File: config.mk
export PLATFORM = sky130hd
export DESIGN_NAME = swdt_top
export DESIGN_NICKNAME = d
export VERILOG_FILES = /design/src/rtl/swdt_pkg.sv /design/src/rtl/swdt_tick.sv /design/src/rtl/swdt_port.sv /design/src/rtl/swdt_top.sv
export VERILOG_INCLUDE_DIRS = /design/src /design/src/rtl
export SDC_FILE = /design/constraint.sdc
export NUM_CORES = 1
export LEC_CHECK = 0
export BUFFER_PORTS_ARGS = -buffer_cell sky130_fd_sc_hd__buf_4
export CAP_MARGIN = 20
export CORE_MARGIN = 5
export CORE_UTILIZATION = 55
export DETAILED_ROUTE_END_ITERATION = 10
export GPL_TIMING_DRIVEN = 0
export PLACE_DENSITY = 0.74
export SETUP_SLACK_MARGIN = 0.02
export SYNTH_ARGS = -nofsm -noshare
export SYNTH_HDL_FRONTEND = slang
export SYNTH_SLANG_ARGS = --single-unit
File: constraint.sdc
create_clock -name clk_i -period 4.3 [get_ports clk_i]
set_input_delay 0.43 -clock clk_i [delete_from_list [all_inputs] [get_ports clk_i]]
set_output_delay 0.43 -clock clk_i [all_outputs]
set_load 0.01 [all_outputs]
File: src/rtl/swdt_defs.svh
// Constants for the super I/O watchdog: keys, indices, fields, timing
`ifndef SWDT_DEFS_SVH
`define SWDT_DEFS_SVH
`define SWDT_KEY_UNLOCK 8'h87
`define SWDT_KEY_LOCK 8'haa
`define SWDT_IDX_LDSEL 8'h07
`define SWDT_IDX_ACT 8'h30
`define SWDT_IDX_UNIT 8'hf5
`define SWDT_IDX_COUNT 8'hf6
`define SWDT_IDX_CTRL 8'hf7
`define SWDT_LDN_WDT 8'h08
`define SWDT_ACT_ON 8'h01
`define SWDT_UNIT_MIN_BIT 3
`define SWDT_UNIT_FAST_BIT 4
`define SWDT_CTRL_MS_BIT 7
`define SWDT_CTRL_KB_BIT 6
`define SWDT_CTRL_FORCE_BIT 5
`define SWDT_CTRL_STAT_BIT 4
`define SWDT_COUNT_RESET 8'h00
`define SWDT_CLK_HZ 125000000
`define SWDT_FAST_DIV 1000
`define SWDT_MIN_SECONDS 60
`define SWDT_MS_CYCLES (`SWDT_CLK_HZ / `SWDT_FAST_DIV)
`define SWDT_RST_PULSE_CYCLES 16
`endif

File: src/rtl/swdt_pkg.sv
// Types shared by the watchdog block
package swdt_pkg;
    typedef enum logic [2:0] {
        SWDT_LOCKED = 3'b001,
        SWDT_HALF = 3'b010,
        SWDT_OPEN = 3'b100
    } swdt_cfg_t;
endpackage : swdt_pkg

File: src/rtl/swdt_tick.sv
// Unit tick generator: one pulse per second, minute or thousandth of them
`timescale 1ns/100ps
`include "swdt_defs.svh"
module swdt_tick
#(
    parameter int MS_CYCLES = `SWDT_MS_CYCLES
)
(
    // Clock and reset
    input wire logic clk_i,
    input wire logic srst_i,
    // Control
    input wire logic restart_i,
    input wire logic minutes_i,
    input wire logic fast_i,
    // Tick out
    output logic tick_o
);
    logic [31:0] cyc;
    logic [9:0] ms;
    logic [5:0] sec;
    logic ms_end;
    logic sec_end;
    logic min_end;
    logic [5:0] fm;
    logic fm_end;

    assign ms_end = (cyc == 32'(MS_CYCLES - 1));
    assign sec_end = ms_end && (ms == 10'(`SWDT_FAST_DIV - 1));
    assign min_end = sec_end && (sec == 6'(`SWDT_MIN_SECONDS - 1));
    assign fm_end = ms_end && (fm == 6'(`SWDT_MIN_SECONDS - 1));

    always_ff @(posedge clk_i)
    begin
        if (srst_i || restart_i || ms_end)
            cyc <= 32'h0;
        else
            cyc <= cyc + 32'h1;
    end

    always_ff @(posedge clk_i)
    begin
        if (srst_i || restart_i || sec_end)
            ms <= 10'h0;
        else if (ms_end)
            ms <= ms + 10'h1;
    end

    always_ff @(posedge clk_i)
    begin
        if (srst_i || restart_i || min_end)
            sec <= 6'h0;
        else if (sec_end)
            sec <= sec + 6'h1;
    end

    // Own count of sixty ms, so the period stays even across a second
    always_ff @(posedge clk_i)
    begin
        if (srst_i || restart_i || fm_end)
            fm <= 6'h0;
        else if (ms_end)
            fm <= fm + 6'h1;
    end

    // Fast mode: seconds become ms, minutes become sixty ms
    always_ff @(posedge clk_i)
    begin
        if (srst_i || restart_i)
            tick_o <= 1'b0;
        else if (fast_i && minutes_i)
            tick_o <= fm_end;
        else if (fast_i)
            tick_o <= ms_end;
        else if (minutes_i)
            tick_o <= min_end;
        else
            tick_o <= sec_end;
    end
endmodule : swdt_tick

File: src/rtl/swdt_port.sv
// Index/data port decoder with the unlock key sequence
`timescale 1ns/100ps
`include "swdt_defs.svh"
module swdt_port
    import swdt_pkg::*;
(
    // Clock and reset
    input wire logic clk_i,
    input wire logic srst_i,
    // Host index port write
    input wire logic idx_wr_i,
    input wire logic [7:0] wdata_i,
    // Session state
    output logic open_o,
    output logic [7:0] index_o
);
    swdt_cfg_t state;

    // Two back-to-back unlock keys open, lock key closes
    always_ff @(posedge clk_i)
    begin
        if (srst_i)
            state <= SWDT_LOCKED;
        else if (idx_wr_i)
        begin
            case (state)
                SWDT_LOCKED:
                    if (wdata_i == `SWDT_KEY_UNLOCK)
                        state <= SWDT_HALF;
                SWDT_HALF:
                    if (wdata_i == `SWDT_KEY_UNLOCK)
                        state <= SWDT_OPEN;
                    else
                        state <= SWDT_LOCKED;
                SWDT_OPEN:
                    if (wdata_i == `SWDT_KEY_LOCK)
                        state <= SWDT_LOCKED;
                default:
                    state <= SWDT_LOCKED;
            endcase
        end
    end

    always_ff @(posedge clk_i)
    begin
        if (srst_i)
            index_o <= 8'h00;
        else if (idx_wr_i && state == SWDT_OPEN)
            index_o <= wdata_i;
    end

    assign open_o = (state == SWDT_OPEN);
endmodule : swdt_port

File: src/rtl/swdt_top.sv
// Super I/O watchdog: configuration ports, registers, countdown, reset
`timescale 1ns/100ps
`include "swdt_defs.svh"

module swdt_top
    import swdt_pkg::*;
#(
    parameter int MS_CYCLES = `SWDT_MS_CYCLES,
    parameter int RST_CYCLES = `SWDT_RST_PULSE_CYCLES
)
(
    // Clock and reset
    input wire logic clk_i,
    input wire logic srst_i,
    // Host I/O cycles
    input wire logic idx_wr_i,
    input wire logic data_wr_i,
    input wire logic data_rd_i,
    input wire logic [7:0] wdata_i,
    output logic [7:0] rdata_o,
    // Activity strobes
    input wire logic kbd_act_i,
    input wire logic mouse_act_i,
    // Watchdog outputs
    output logic timeout_o,
    output logic sys_rst_o
);
    // ========================================
    // Port decoder
    logic open;
    logic [7:0] index;
    logic [7:0] ldn;
    logic active;
    logic [7:0] unit;
    logic [7:0] count_reg;
    logic kb_en;
    logic ms_en;
    logic status;
    logic [7:0] remain;
    logic tick;
    logic wdt_sel;
    logic wr_ok;
    logic count_wr;
    logic force_wr;
    logic reload;
    logic expire;
    logic [7:0] pulse;

    swdt_port swdt_port_i (
        .clk_i(clk_i),
        .srst_i(srst_i),
        .idx_wr_i(idx_wr_i),
        .wdata_i(wdata_i),
        .open_o(open),
        .index_o(index)
    );

    assign wdt_sel = (ldn == `SWDT_LDN_WDT);
    assign wr_ok = data_wr_i && open && wdt_sel;
    assign count_wr = wr_ok && index == `SWDT_IDX_COUNT;
    assign force_wr = wr_ok && index == `SWDT_IDX_CTRL
        && wdata_i[`SWDT_CTRL_FORCE_BIT];

    // ========================================
    // Configuration registers
    always_ff @(posedge clk_i)
    begin
        if (srst_i)
            ldn <= 8'h00;
        else if (data_wr_i && open && index == `SWDT_IDX_LDSEL)
            ldn <= wdata_i;
    end

    always_ff @(posedge clk_i)
    begin
        if (srst_i)
            active <= 1'b0;
        else if (wr_ok && index == `SWDT_IDX_ACT)
            active <= wdata_i[0];
    end

    always_ff @(posedge clk_i)
    begin
        if (srst_i)
            unit <= 8'h00;
        else if (wr_ok && index == `SWDT_IDX_UNIT)
            unit <= wdata_i;
    end

    always_ff @(posedge clk_i)
    begin
        if (srst_i)
            count_reg <= `SWDT_COUNT_RESET;
        else if (count_wr)
            count_reg <= wdata_i;
    end

    always_ff @(posedge clk_i)
    begin
        if (srst_i)
        begin
            kb_en <= 1'b0;
            ms_en <= 1'b0;
        end
        else if (wr_ok && index == `SWDT_IDX_CTRL)
        begin
            kb_en <= wdata_i[`SWDT_CTRL_KB_BIT];
            ms_en <= wdata_i[`SWDT_CTRL_MS_BIT];
        end
    end

    // ========================================
    // Countdown
    swdt_tick #(
        .MS_CYCLES(MS_CYCLES)
    ) swdt_tick_i (
        .clk_i(clk_i),
        .srst_i(srst_i),
        .restart_i(reload),
        .minutes_i(unit[`SWDT_UNIT_MIN_BIT]),
        .fast_i(unit[`SWDT_UNIT_FAST_BIT]),
        .tick_o(tick)
    );

    assign reload = count_wr || (kb_en && kbd_act_i)
        || (ms_en && mouse_act_i);
    assign expire = active && remain == 8'h01 && tick && !reload;

    always_ff @(posedge clk_i)
    begin
        if (srst_i)
            remain <= 8'h00;
        else if (count_wr)
            remain <= wdata_i;
        else if (reload)
            remain <= count_reg;
        else if (active && tick && remain != 8'h00)
            remain <= remain - 8'h01;
    end

    // Status sets on expiry or forced timeout; set wins over a clear
    always_ff @(posedge clk_i)
    begin
        if (srst_i)
            status <= 1'b0;
        else if (expire || force_wr)
            status <= 1'b1;
        else if (wr_ok && index == `SWDT_IDX_CTRL
            && !wdata_i[`SWDT_CTRL_STAT_BIT])
            status <= 1'b0;
    end

    // ========================================
    // Outputs
    always_ff @(posedge clk_i)
    begin
        if (srst_i)
            timeout_o <= 1'b0;
        else
            timeout_o <= expire || force_wr;
    end

    always_ff @(posedge clk_i)
    begin
        if (srst_i)
            pulse <= 8'h00;
        else if (expire || force_wr)
            pulse <= 8'(RST_CYCLES);
        else if (pulse != 8'h00)
            pulse <= pulse - 8'h01;
    end

    always_ff @(posedge clk_i)
    begin
        if (srst_i)
            sys_rst_o <= 1'b0;
        else
            sys_rst_o <= (expire || force_wr) || pulse > 8'h01;
    end

    always_ff @(posedge clk_i)
    begin
        if (srst_i)
            rdata_o <= 8'h00;
        else if (data_rd_i && open)
        begin
            case (index)
                `SWDT_IDX_LDSEL: rdata_o <= ldn;
                `SWDT_IDX_ACT: rdata_o <= {7'h00, active};
                `SWDT_IDX_UNIT: rdata_o <= unit;
                `SWDT_IDX_COUNT: rdata_o <= wdt_sel ? remain : 8'h00;
                `SWDT_IDX_CTRL: rdata_o <= wdt_sel ?
                    {ms_en, kb_en, 1'b0, status, 4'h0} : 8'h00;
                default: rdata_o <= 8'h00;
            endcase
        end
    end

    // ========================================
    // Checks
    // Host access and session
    a_open_rise: assert property (
        @(posedge clk_i) disable iff (srst_i)
        $rose(open)
        |-> $past(idx_wr_i) && $past(wdata_i) == `SWDT_KEY_UNLOCK)
        else $error("opened without unlock key");

    a_index_load: assert property (
        @(posedge clk_i) disable iff (srst_i)
        open && idx_wr_i |=> index == $past(wdata_i))
        else $error("index not taken");

    a_lock_key: assert property (
        @(posedge clk_i) disable iff (srst_i)
        open && idx_wr_i && wdata_i == `SWDT_KEY_LOCK |=> !open)
        else $error("lock key ignored");

    a_ldn_load: assert property (
        @(posedge clk_i) disable iff (srst_i)
        data_wr_i && open && index == `SWDT_IDX_LDSEL
        |=> ldn == $past(wdata_i))
        else $error("select write lost");

    a_wdt_gate: assert property (
        @(posedge clk_i) disable iff (srst_i)
        data_wr_i && !wdt_sel |=> $stable(count_reg))
        else $error("count changed while not selected");

    a_locked_no_write: assert property (
        @(posedge clk_i) disable iff (srst_i)
        data_wr_i && !open |=> $stable(count_reg))
        else $error("count changed while locked");

    // Registers and countdown
    a_activate: assert property (
        @(posedge clk_i) disable iff (srst_i)
        wr_ok && index == `SWDT_IDX_ACT |=> active == $past(wdata_i[0]))
        else $error("enable write lost");

    a_disabled_quiet: assert property (
        @(posedge clk_i) disable iff (srst_i)
        !active && !force_wr |=> !timeout_o)
        else $error("timeout while disabled");

    a_unit_load: assert property (
        @(posedge clk_i) disable iff (srst_i)
        wr_ok && index == `SWDT_IDX_UNIT |=> unit == $past(wdata_i))
        else $error("unit write lost");

    a_count_restart: assert property (
        @(posedge clk_i) disable iff (srst_i)
        count_wr |=> remain == $past(wdata_i))
        else $error("count write did not restart");

    a_zero_stops: assert property (
        @(posedge clk_i) disable iff (srst_i)
        remain == 8'h00 && !count_wr && !reload |=> remain == 8'h00)
        else $error("stopped timer moved");

    a_tick_dec: assert property (
        @(posedge clk_i) disable iff (srst_i)
        active && tick && !reload && remain > 8'h01
        |=> remain == $past(remain) - 8'h01)
        else $error("countdown skipped");

    a_last_unit: assert property (
        @(posedge clk_i) disable iff (srst_i)
        active && tick && !reload && remain == 8'h01 |=> timeout_o)
        else $error("last unit gave no timeout");

    a_ctrl_load: assert property (
        @(posedge clk_i) disable iff (srst_i)
        wr_ok && index == `SWDT_IDX_CTRL
        |=> kb_en == $past(wdata_i[`SWDT_CTRL_KB_BIT])
        && ms_en == $past(wdata_i[`SWDT_CTRL_MS_BIT]))
        else $error("strobe enables not taken");

    a_kb_reload: assert property (
        @(posedge clk_i) disable iff (srst_i)
        kb_en && kbd_act_i && !count_wr |=> remain == $past(count_reg))
        else $error("keyboard reload failed");

    a_ms_reload: assert property (
        @(posedge clk_i) disable iff (srst_i)
        ms_en && mouse_act_i && !count_wr |=> remain == $past(count_reg))
        else $error("mouse reload failed");

    // Timeout and reset
    a_force_timeout: assert property (
        @(posedge clk_i) disable iff (srst_i)
        force_wr |=> timeout_o && status)
        else $error("forced timeout missing");

    a_expire_status: assert property (
        @(posedge clk_i) disable iff (srst_i)
        expire |=> status && timeout_o)
        else $error("expiry not flagged");

    a_expire_reset: assert property (
        @(posedge clk_i) disable iff (srst_i)
        expire |=> sys_rst_o ##1 sys_rst_o)
        else $error("system reset not held");
endmodule : swdt_top

==> summary.md, run 1 <==
| Metric | Value |
|---|---|
| Setup violators final | `0` |
| Clock skew | `6.31 ps` |
| P_leak | `2.28 nW` |
| I/O pin total | `25` |
| Sequential area share after synthesis | `0.428` |
| Synth Area in Compound Gates | `0.136` |
| CP max stage cell | `nor3_2` |
| Slew @ Worst Pin | `1010 ps` |
| Core ar. | `0.00986 mm²` |
| HP Start | `wdata_i[2]` |
| Worst setup EP type | `register` |
| DIE HEIGHT | `111 µm` |
| Most flop-heavy register | `swdt_tick_i.cyc` |
| Filler instances | `822` |
| Comb pwr share | `0.085` |
| Mean Syn Cell Area | `8.58 µm²` |
| FF-to-FF Start | `swdt_tick_i.cyc[0]$_SDFF_PP0_` |
| Pre-antenna DRT Iters | `6` |
| Switching pwr | `0.000638 W` |
| Row Count | `36` |
| Mux cell area share after synthesis | `0.0249` |
| Initial antenna violation count | `0` |
| Setup ws final | `1700 ps` |
| IO buf count | `23` |
| CP arrival | `3000 ps` |
| Slew Viols, Final | `0` |
| Syn Inst Count | `655` |
| Root buffer cell | `clkbuf_8` |
| Number of global-route vias before repair | `4743` |
| Placer Congestion | `0.926` |
| Area growth, synth to finish | `16.5%` |
| Post-CTS sizing | `0` |
| Worst hold margin | `207 ps` |
| Pint | `0.00217 W` |
| Drt drc | `0` |
| Cell variety after synth | `63` |
| Tmin final | `2600 ps` |
| Top Registers | `swdt_tick_i.cyc x32, swdt_tick_i.ms x10` |
| Die Area | `0.0123 mm²` |
| Inserted Diodes | `0` |
| CTS tree | `done` |
| Synth Area in XOR/XNOR | `0.0717` |
| Hold Buf Count CTS | `0` |
| Clock power frac | `0.497` |
| Max_cap viols | `0` |
| Routed vias/inst | `5.97` |
| Crit-path max cell delay | `560 ps` |
| WL/cell | `16.1 µm` |
| TNS Setup | `0 ps` |
| Post-synth EDFFs | `0` |
| Cell Chain, Critical Path | `ha_1 > nor4bb_1 > nand4_1 > nor3_2 > or2_1 > clkbuf_1 > nor2_1` |
| Clock buffer depth | `2` |
| Main synth FF type | `dfxtp_1` |
| Outcome | `finished, final reports clean` |
| Tot GR Track Use | `0.223` |
| GRT overflow | `0` |
| Adder-Cell Fraction of Synth Area | `0.0200` |
| Part of the power in registers | `0.418` |
| WP data required | `4690 ps` |
| Final Net Count | `721` |
| Setup bufs post-CTS | `0` |
| Slew HR | `0.320` |
| Final WL | `13500 µm` |
| WP buf/inv | `1` |
| Initial Utilization | `0.569` |
| Final core utilization | `0.663` |
| Worst Setup Start Kind | `register` |
| Synth Warn # | `0` |
| Final hold viol count | `0` |
| Simple-gate share of the synthesized area | `0.288` |
| Largest net degree at the start of global routing | `17` |
| Crit path kind | `reg -> reg` |
| Main combinational cell family by area after synthesis | `simple AND/OR/NAND/NOR gates` |
| Max reg flops | `32` |
| Tcrit/Tclk final | `0.605` |
| Reg clk slew, reported paths | `60 ps` |
| Syn nets | `679` |
| Initial DRC count | `512` |
| RSZ-0062 raised after global routing | `false` |
| H-tree lvl count | `4` |
| Register bit total from synthesis | `120` |
| HPWL Detailed | `9470 µm` |
| First-pass GRT wire length | `22900 µm` |
| Clk_lat worst skew | `520 ps` |
| Clk sinks | `120` |
| Post-DRT Antenna Nets | `0` |
| Switching Share | `0.227` |
| Worst hold path type | `in -> reg` |
| Critical path origin | `swdt_tick_i.cyc[0]$_SDFF_PP0_` |
| Via Count | `5030` |
| Peak Freq | `384 MHz` |
| Share of cells above drive strength 1 | `0.106` |
| Pwr per Cell Area | `429 mW/mm²` |
| Family with the most delay on the worst path | `simple AND/OR/NAND/NOR gates` |
| TritonCTS Buffers | `17` |
| Mapped cell area | `0.00562 mm²` |
| Crit path max fanout | `9` |
| Largest vdd supply drop | `0.000332 V` |
| Place WS | `1750 ps` |
| Chip width | `111 µm` |
| Fraction of registers with async set/reset | `0` |
cell usage in the layout, fill, tap and decap left out, types with 7 or more instances in the layout:
cell type	count
a21oi_1	44
a221oi_1	7
a222oi_1	7
buf_4	23
clkbuf_1	20
clkbuf_16	16
dfxtp_1	120
ha_1	9
inv_1	18
mux2i_1	14
nand2_1	85
nand3_1	31
nand4_1	18
nor2_1	78
nor3_1	22
nor4_1	15
o21ai_0	7
xnor2_1	34
xor2_1	12
tightest hold or removal path, delay by kind of cell:
| kind | cells | cell delay (ps) |
|---|---|---|
| compound gates | 1 | 50 |
| buf+inv | 1 | 140 |
| simple gates | 1 | 60 |
power groups by stage:
stage | Sequential, W | Combinational [W] | Clock [W]
after detailed placement | 0.00120 | 0.000240 | 0
after global routing | 0.00118 | 0.000267 | 0.00148
after CTS | 0.00117 | 0.000240 | 0.00142
after floorplan | 0.00119 | 0.000176 | 0
final | 0.00117 | 0.000239 | 0.00140
after global placement | 0.00119 | 0.000233 | 0
cells in the mapped netlist (4+ instances only):
cell type / instances / area [µm²]
dfxtp_1: 120 / 2400
nand2_1: 85 / 319
nor2_1: 78 / 293
a21oi_1: 44 / 220
xnor2_1: 34 / 298
nand3_1: 31 / 155
nor3_1: 22 / 110
clkbuf_1: 18 / 67.6
inv_1: 18 / 67.6
nand4_1: 18 / 113
nor4_1: 15 / 93.8
mux2i_1: 14 / 140
xor2_1: 12 / 105
ha_1: 9 / 113
a221oi_1: 7 / 61.3
a222oi_1: 7 / 70.1
o21ai_0: 7 / 35.0
a311oi_1: 6 / 52.6
nor4_2: 6 / 75.1
o211ai_1: 6 / 45.0
o21ai_1: 6 / 30.0
a22oi_1: 5 / 37.5
and4_1: 5 / 43.8
nand3b_1: 5 / 37.5
nor2b_1: 5 / 31.3
nor4b_1: 5 / 43.8
a21boi_0: 4 / 30.0
nand2b_1: 4 / 25.0
nor3b_1: 4 / 30.0
metrics by stage:
stage	cells	power [W]	instance area, µm²
3_3_place_gp	811	0.00143	5960
3_5_place_dp	811	0.00144	5960
2_1_floorplan	655	0.00137	5620
4_1_cts	842	0.00283	6540
6_report	842	0.00281	6540
5_1_grt	842	0.00293	6540
final cells by class:
cell class                      instances  area (µm²)  area share
Clock buffer                           22         463      0.0708
Sequential cell                       120        2400       0.367
Clock inverter                          9         123      0.0187
Inverter                               18        67.6      0.0103
Multi-Input combinational cell        493        3040       0.465
Timing Repair Buffer                   23         173      0.0264
Buffer                                 24         108      0.0164
Tap cell                              133         166      0.0254
metal layers:
metal | global-route usage | share of wire | routed length [µm] | vias up
li1 | - | - | - | 2450
met1 | 0.296 | 0.45 | 6150 | 2394
met2 | 0.352 | 0.47 | 6310 | 165
met3 | 0.0568 | 0.064 | 861 | 21
met4 | 0.0795 | 0.015 | 202 | 0
met5 | 0 | 0 | 0 | -
path summary, 6_finish.rpt:
path / endpoint / slack, ps / depth (start not counted)
setup / recovery: swdt_tick_i.ms[9]$_SDFFE_PP0P_ / 1700 / 7
hold / removal: swdt_port_i.index_o[2]$_SDFFE_PP0P_ / 210 / 3
setup reg to reg: swdt_tick_i.ms[9]$_SDFFE_PP0P_ / 1700 / 7
hold reg to reg: unit[7]$_SDFFE_PP0P_ / 460 / 2
kinds of logic (layout without fill, tap and decap cells):
| kind of cell | count (synthesis) | after routing |
|---|---|---|
| and+or+nand+nor | 310 | 310 |
| xor gates and xnor gates | 46 | 46 |
| AOI/OAI and AO/OA | 114 | 114 |
| DFF | 120 | 120 |
| adders and majority gates | 9 | 9 |
| buffers and inverters | 42 | 96 |
| muxes | 14 | 14 |
(Power assumes the default switching activity.)
==> inputs of run 2 (changes only) <==
==> constraint.sdc (replaced) <==
create_clock -name clk_i -period 2.4 [get_ports clk_i]
set_input_delay 0.24 -clock clk_i [delete_from_list [all_inputs] [get_ports clk_i]]
set_output_delay 0.24 -clock clk_i [all_outputs]
set_load 0.01 [all_outputs]
==> run 2 against run 1 <==
Sequential share of layout area is 1.1 points lower. Critical path depth increased by 1. Maximum frequency is 15% higher. Critical endpoint unchanged. Largest cell class unchanged.
==> summary.md, run 2 (synthesis results as in run 1) <==
| Metric | Value |
|---|---|
| Min-Delay Path Depth | `3 (unchanged)` |
| Most flop-heavy register | `swdt_tick_i.cyc` |
| Pwr per Cell Area | `748 mW/mm² (+74%)` |
| Chip width | `111 µm (unchanged)` |
| HPWL Detailed | `9470 µm (unchanged)` |
| Crit path capture | `swdt_tick_i.ms[9]$_SDFFE_PP0P_` |
| Drt drc | `0 (unchanged)` |
| Clock buffer depth | `2 (unchanged)` |
| Worst hold margin | `34.3 ps (-173 ps)` |
| Top Registers | `swdt_tick_i.cyc x32, swdt_tick_i.ms x10` |
| Highest-count cells in the layout ignoring fill and taps | `dfxtp_1 (120), nand2_1 (85), nor2_1 (77)` |
| Largest vdd supply drop | `0.000593 V (+79%)` |
| First-pass GRT wire length | `23000 µm (+0.73%)` |
| Worst hold path type | `in -> reg` |
| Tot GR Track Use | `0.225 (+0.00163)` |
| TNS Setup | `0 ps (unchanged)` |
| Die Area | `0.0123 mm² (unchanged)` |
| Crit-path max cell delay | `360 ps (-200 ps)` |
| Setup ws final | `132 ps (-1570 ps)` |
| Cell Chain, Critical Path | `ha_2 > nor4bb_2 > nand4_1 > buf_4 > nor3_4 > or2_1 > clkbuf_1 > nor2_1` |
| Tmin final | `2270 ps (-334 ps)` |
| R2R depth | `8 (+1)` |
| Outcome | `finished, final reports clean` |
| Number of global-route vias before repair | `4789 (+0.97%)` |
| Final Net Count | `735 (+1.9%)` |
| Placed cell area | `0.00596 mm² (unchanged)` |
| Share of cells above drive strength 1 | `0.130 (+0.0242)` |
| FF-to-FF setup slack | `130 ps (-1570 ps)` |
| TritonCTS Buffers | `17 (unchanged)` |
| Place WS | `-153 ps (-1900 ps)` |
| I/O pin total | `25 (unchanged)` |
| Initial Utilization | `0.569 (unchanged)` |
| Placer Congestion | `0.926 (unchanged)` |
| Row Count | `36 (unchanged)` |
| Max_cap viols | `0 (unchanged)` |
| Root buffer cell | `clkbuf_8` |
| P_leak | `2.37 nW (+4.1%)` |
| Tcrit/Tclk final | `0.945 (+0.340)` |
| RSZ-0062 raised after global routing | `true` |
| Area growth, synth to finish | `19.9%` |
| Clk sinks | `120 (unchanged)` |
| Final WL | `13700 µm (+1.0%)` |
| IO buf count | `23 (unchanged)` |
| Final total power | `0.00504 W (+79%)` |
| Initial DRC count | `529 (+3.3%)` |
| CP arrival | `2660 ps (-340 ps)` |
| Max reg flops | `32 (unchanged)` |
| HP Start | `wdata_i[0]` |
| Final hold viol count | `0 (unchanged)` |
| Reg-to-reg endpoint | `swdt_tick_i.ms[9]$_SDFFE_PP0P_` |
| Pre-antenna DRT Iters | `6 (unchanged)` |
| Final Cell Area | `0.00674 mm² (+3.0%)` |
| Critical path origin | `swdt_tick_i.cyc[0]$_SDFF_PP0_` |
| Routed vias/inst | `5.90 (-1.2%)` |
| Worst Setup Start Kind | `register` |
| CP max stage cell | `dfxtp_1` |
| Post-DRT Antenna Nets | `0 (unchanged)` |
| Via Count | `5051 (+0.42%)` |
| Peak Freq | `441 MHz (+15%)` |
| Slew @ Worst Pin | `955 ps (-58.7 ps)` |
| WP data required | `2790 ps (-1900 ps)` |
| FF-to-FF Start | `swdt_tick_i.cyc[0]$_SDFF_PP0_` |
| DIE HEIGHT | `111 µm (unchanged)` |
| Slew Viols, Final | `0 (unchanged)` |
| Largest net degree at the start of global routing | `17 (unchanged)` |
| Clk_lat worst skew | `520 ps (about the same)` |
| Clock skew | `7.22 ps (+0.910 ps)` |
| Crit path kind | `reg -> reg` |
| H-tree lvl count | `4 (unchanged)` |
| WL/cell | `16.0 µm (-0.62%)` |
| Reg clk slew, reported paths | `50 ps (about the same)` |
| Filler instances | `796 (-3.2%)` |
| Core ar. | `0.00986 mm² (unchanged)` |
| Crit path max fanout | `9 (unchanged)` |
| Worst setup EP type | `register` |
| CTS tree | `done` |
| GRT overflow | `0 (unchanged)` |
| Inserted Diodes | `0 (unchanged)` |
| Initial antenna violation count | `0 (unchanged)` |
| Most common cell after layout, fill and taps aside | `dfxtp_1` |
| Setup violators final | `0 (unchanged)` |
| Slew HR | `0.364 (+0.0432)` |
==> run 2: cell count changes in the layout (fill, tap and decap cells not counted), sizes merged <==
| cell | delta |
|---|---|
| buf | +8 |
| clkbuf | -1 |
| dlygate4sd3 | +7 |
==> run 2: through the flow <==
step | cells | util
2_1_floorplan | 655 | -
3_3_place_gp | 811 | 0.604
3_5_place_dp | 811 | 0.604
4_1_cts | 849 | 0.673
5_1_grt | 856 | 0.683
6_report | 856 | 0.683
==> run 2: worst min path at each step <==
stage                                                to
floorplan           swdt_port_i.index_o[3]$_SDFFE_PP0P_
global placement          swdt_tick_i.cyc[0]$_SDFF_PP0_
detailed placement                 unit[7]$_SDFFE_PP0P_
CTS                   swdt_port_i.state[1]$_SDFFE_PP0P_
global route        swdt_port_i.index_o[0]$_SDFFE_PP0P_
finish              swdt_port_i.index_o[0]$_SDFFE_PP0P_
==> run 2: layer usage <==
| layer | part of all wire | global-route usage | up-vias |
|---|---|---|---|
| met1 | 0.45 | 0.298 | 2401 |
| met2 | 0.48 | 0.357 | 143 |
| li1 | - | - | 2486 |
| met5 | 0 | 0 | - |
| met4 | 0.016 | 0.0779 | 0 |
| met3 | 0.053 | 0.0568 | 21 |
==> run 2: layout make-up <==
class                           count  area, µm²  area share
Clock buffer                       22        463      0.0687
Inverter                           18       67.6      0.0100
Timing Repair Buffer               37        295      0.0438
Buffer                             24        114      0.0169
Multi-Input combinational cell    493       3110       0.461
Clock inverter                      9        123      0.0182
Sequential cell                   120       2400       0.357
Tap cell                          133        166      0.0247
==> run 2: where the power goes <==
group / switching, W / leakage, nW / internal [W]
combinational: 0.000243 / 1.11 / 0.000197
sequential: 0.0000467 / 0.968 / 0.00206
clock: 0.000852 / 0.290 / 0.00165
==> run 2: critical path, delay by kind of cell, from the launching register on <==
kind                     cells  cell delay, ps
AND/OR/NAND/NOR              5             980
buffers and inverters        2             560
flip-flops                   1             360
adder cells (fa/ha/maj)      1             250
==> run 2: timing repair <==
| item | CTS | global route |
|---|---|---|
| gates resized for setup | 8 | 10 |
| buffers inserted | 0 | 7 |
| hold buffers | 7 | 0 |
| gates cloned | 0 | 0 |
| pin swaps | 2 | 2 |
| setup endpoints to repair | 31 | 64 |
| hold endpoints to repair | 8 | 0 |
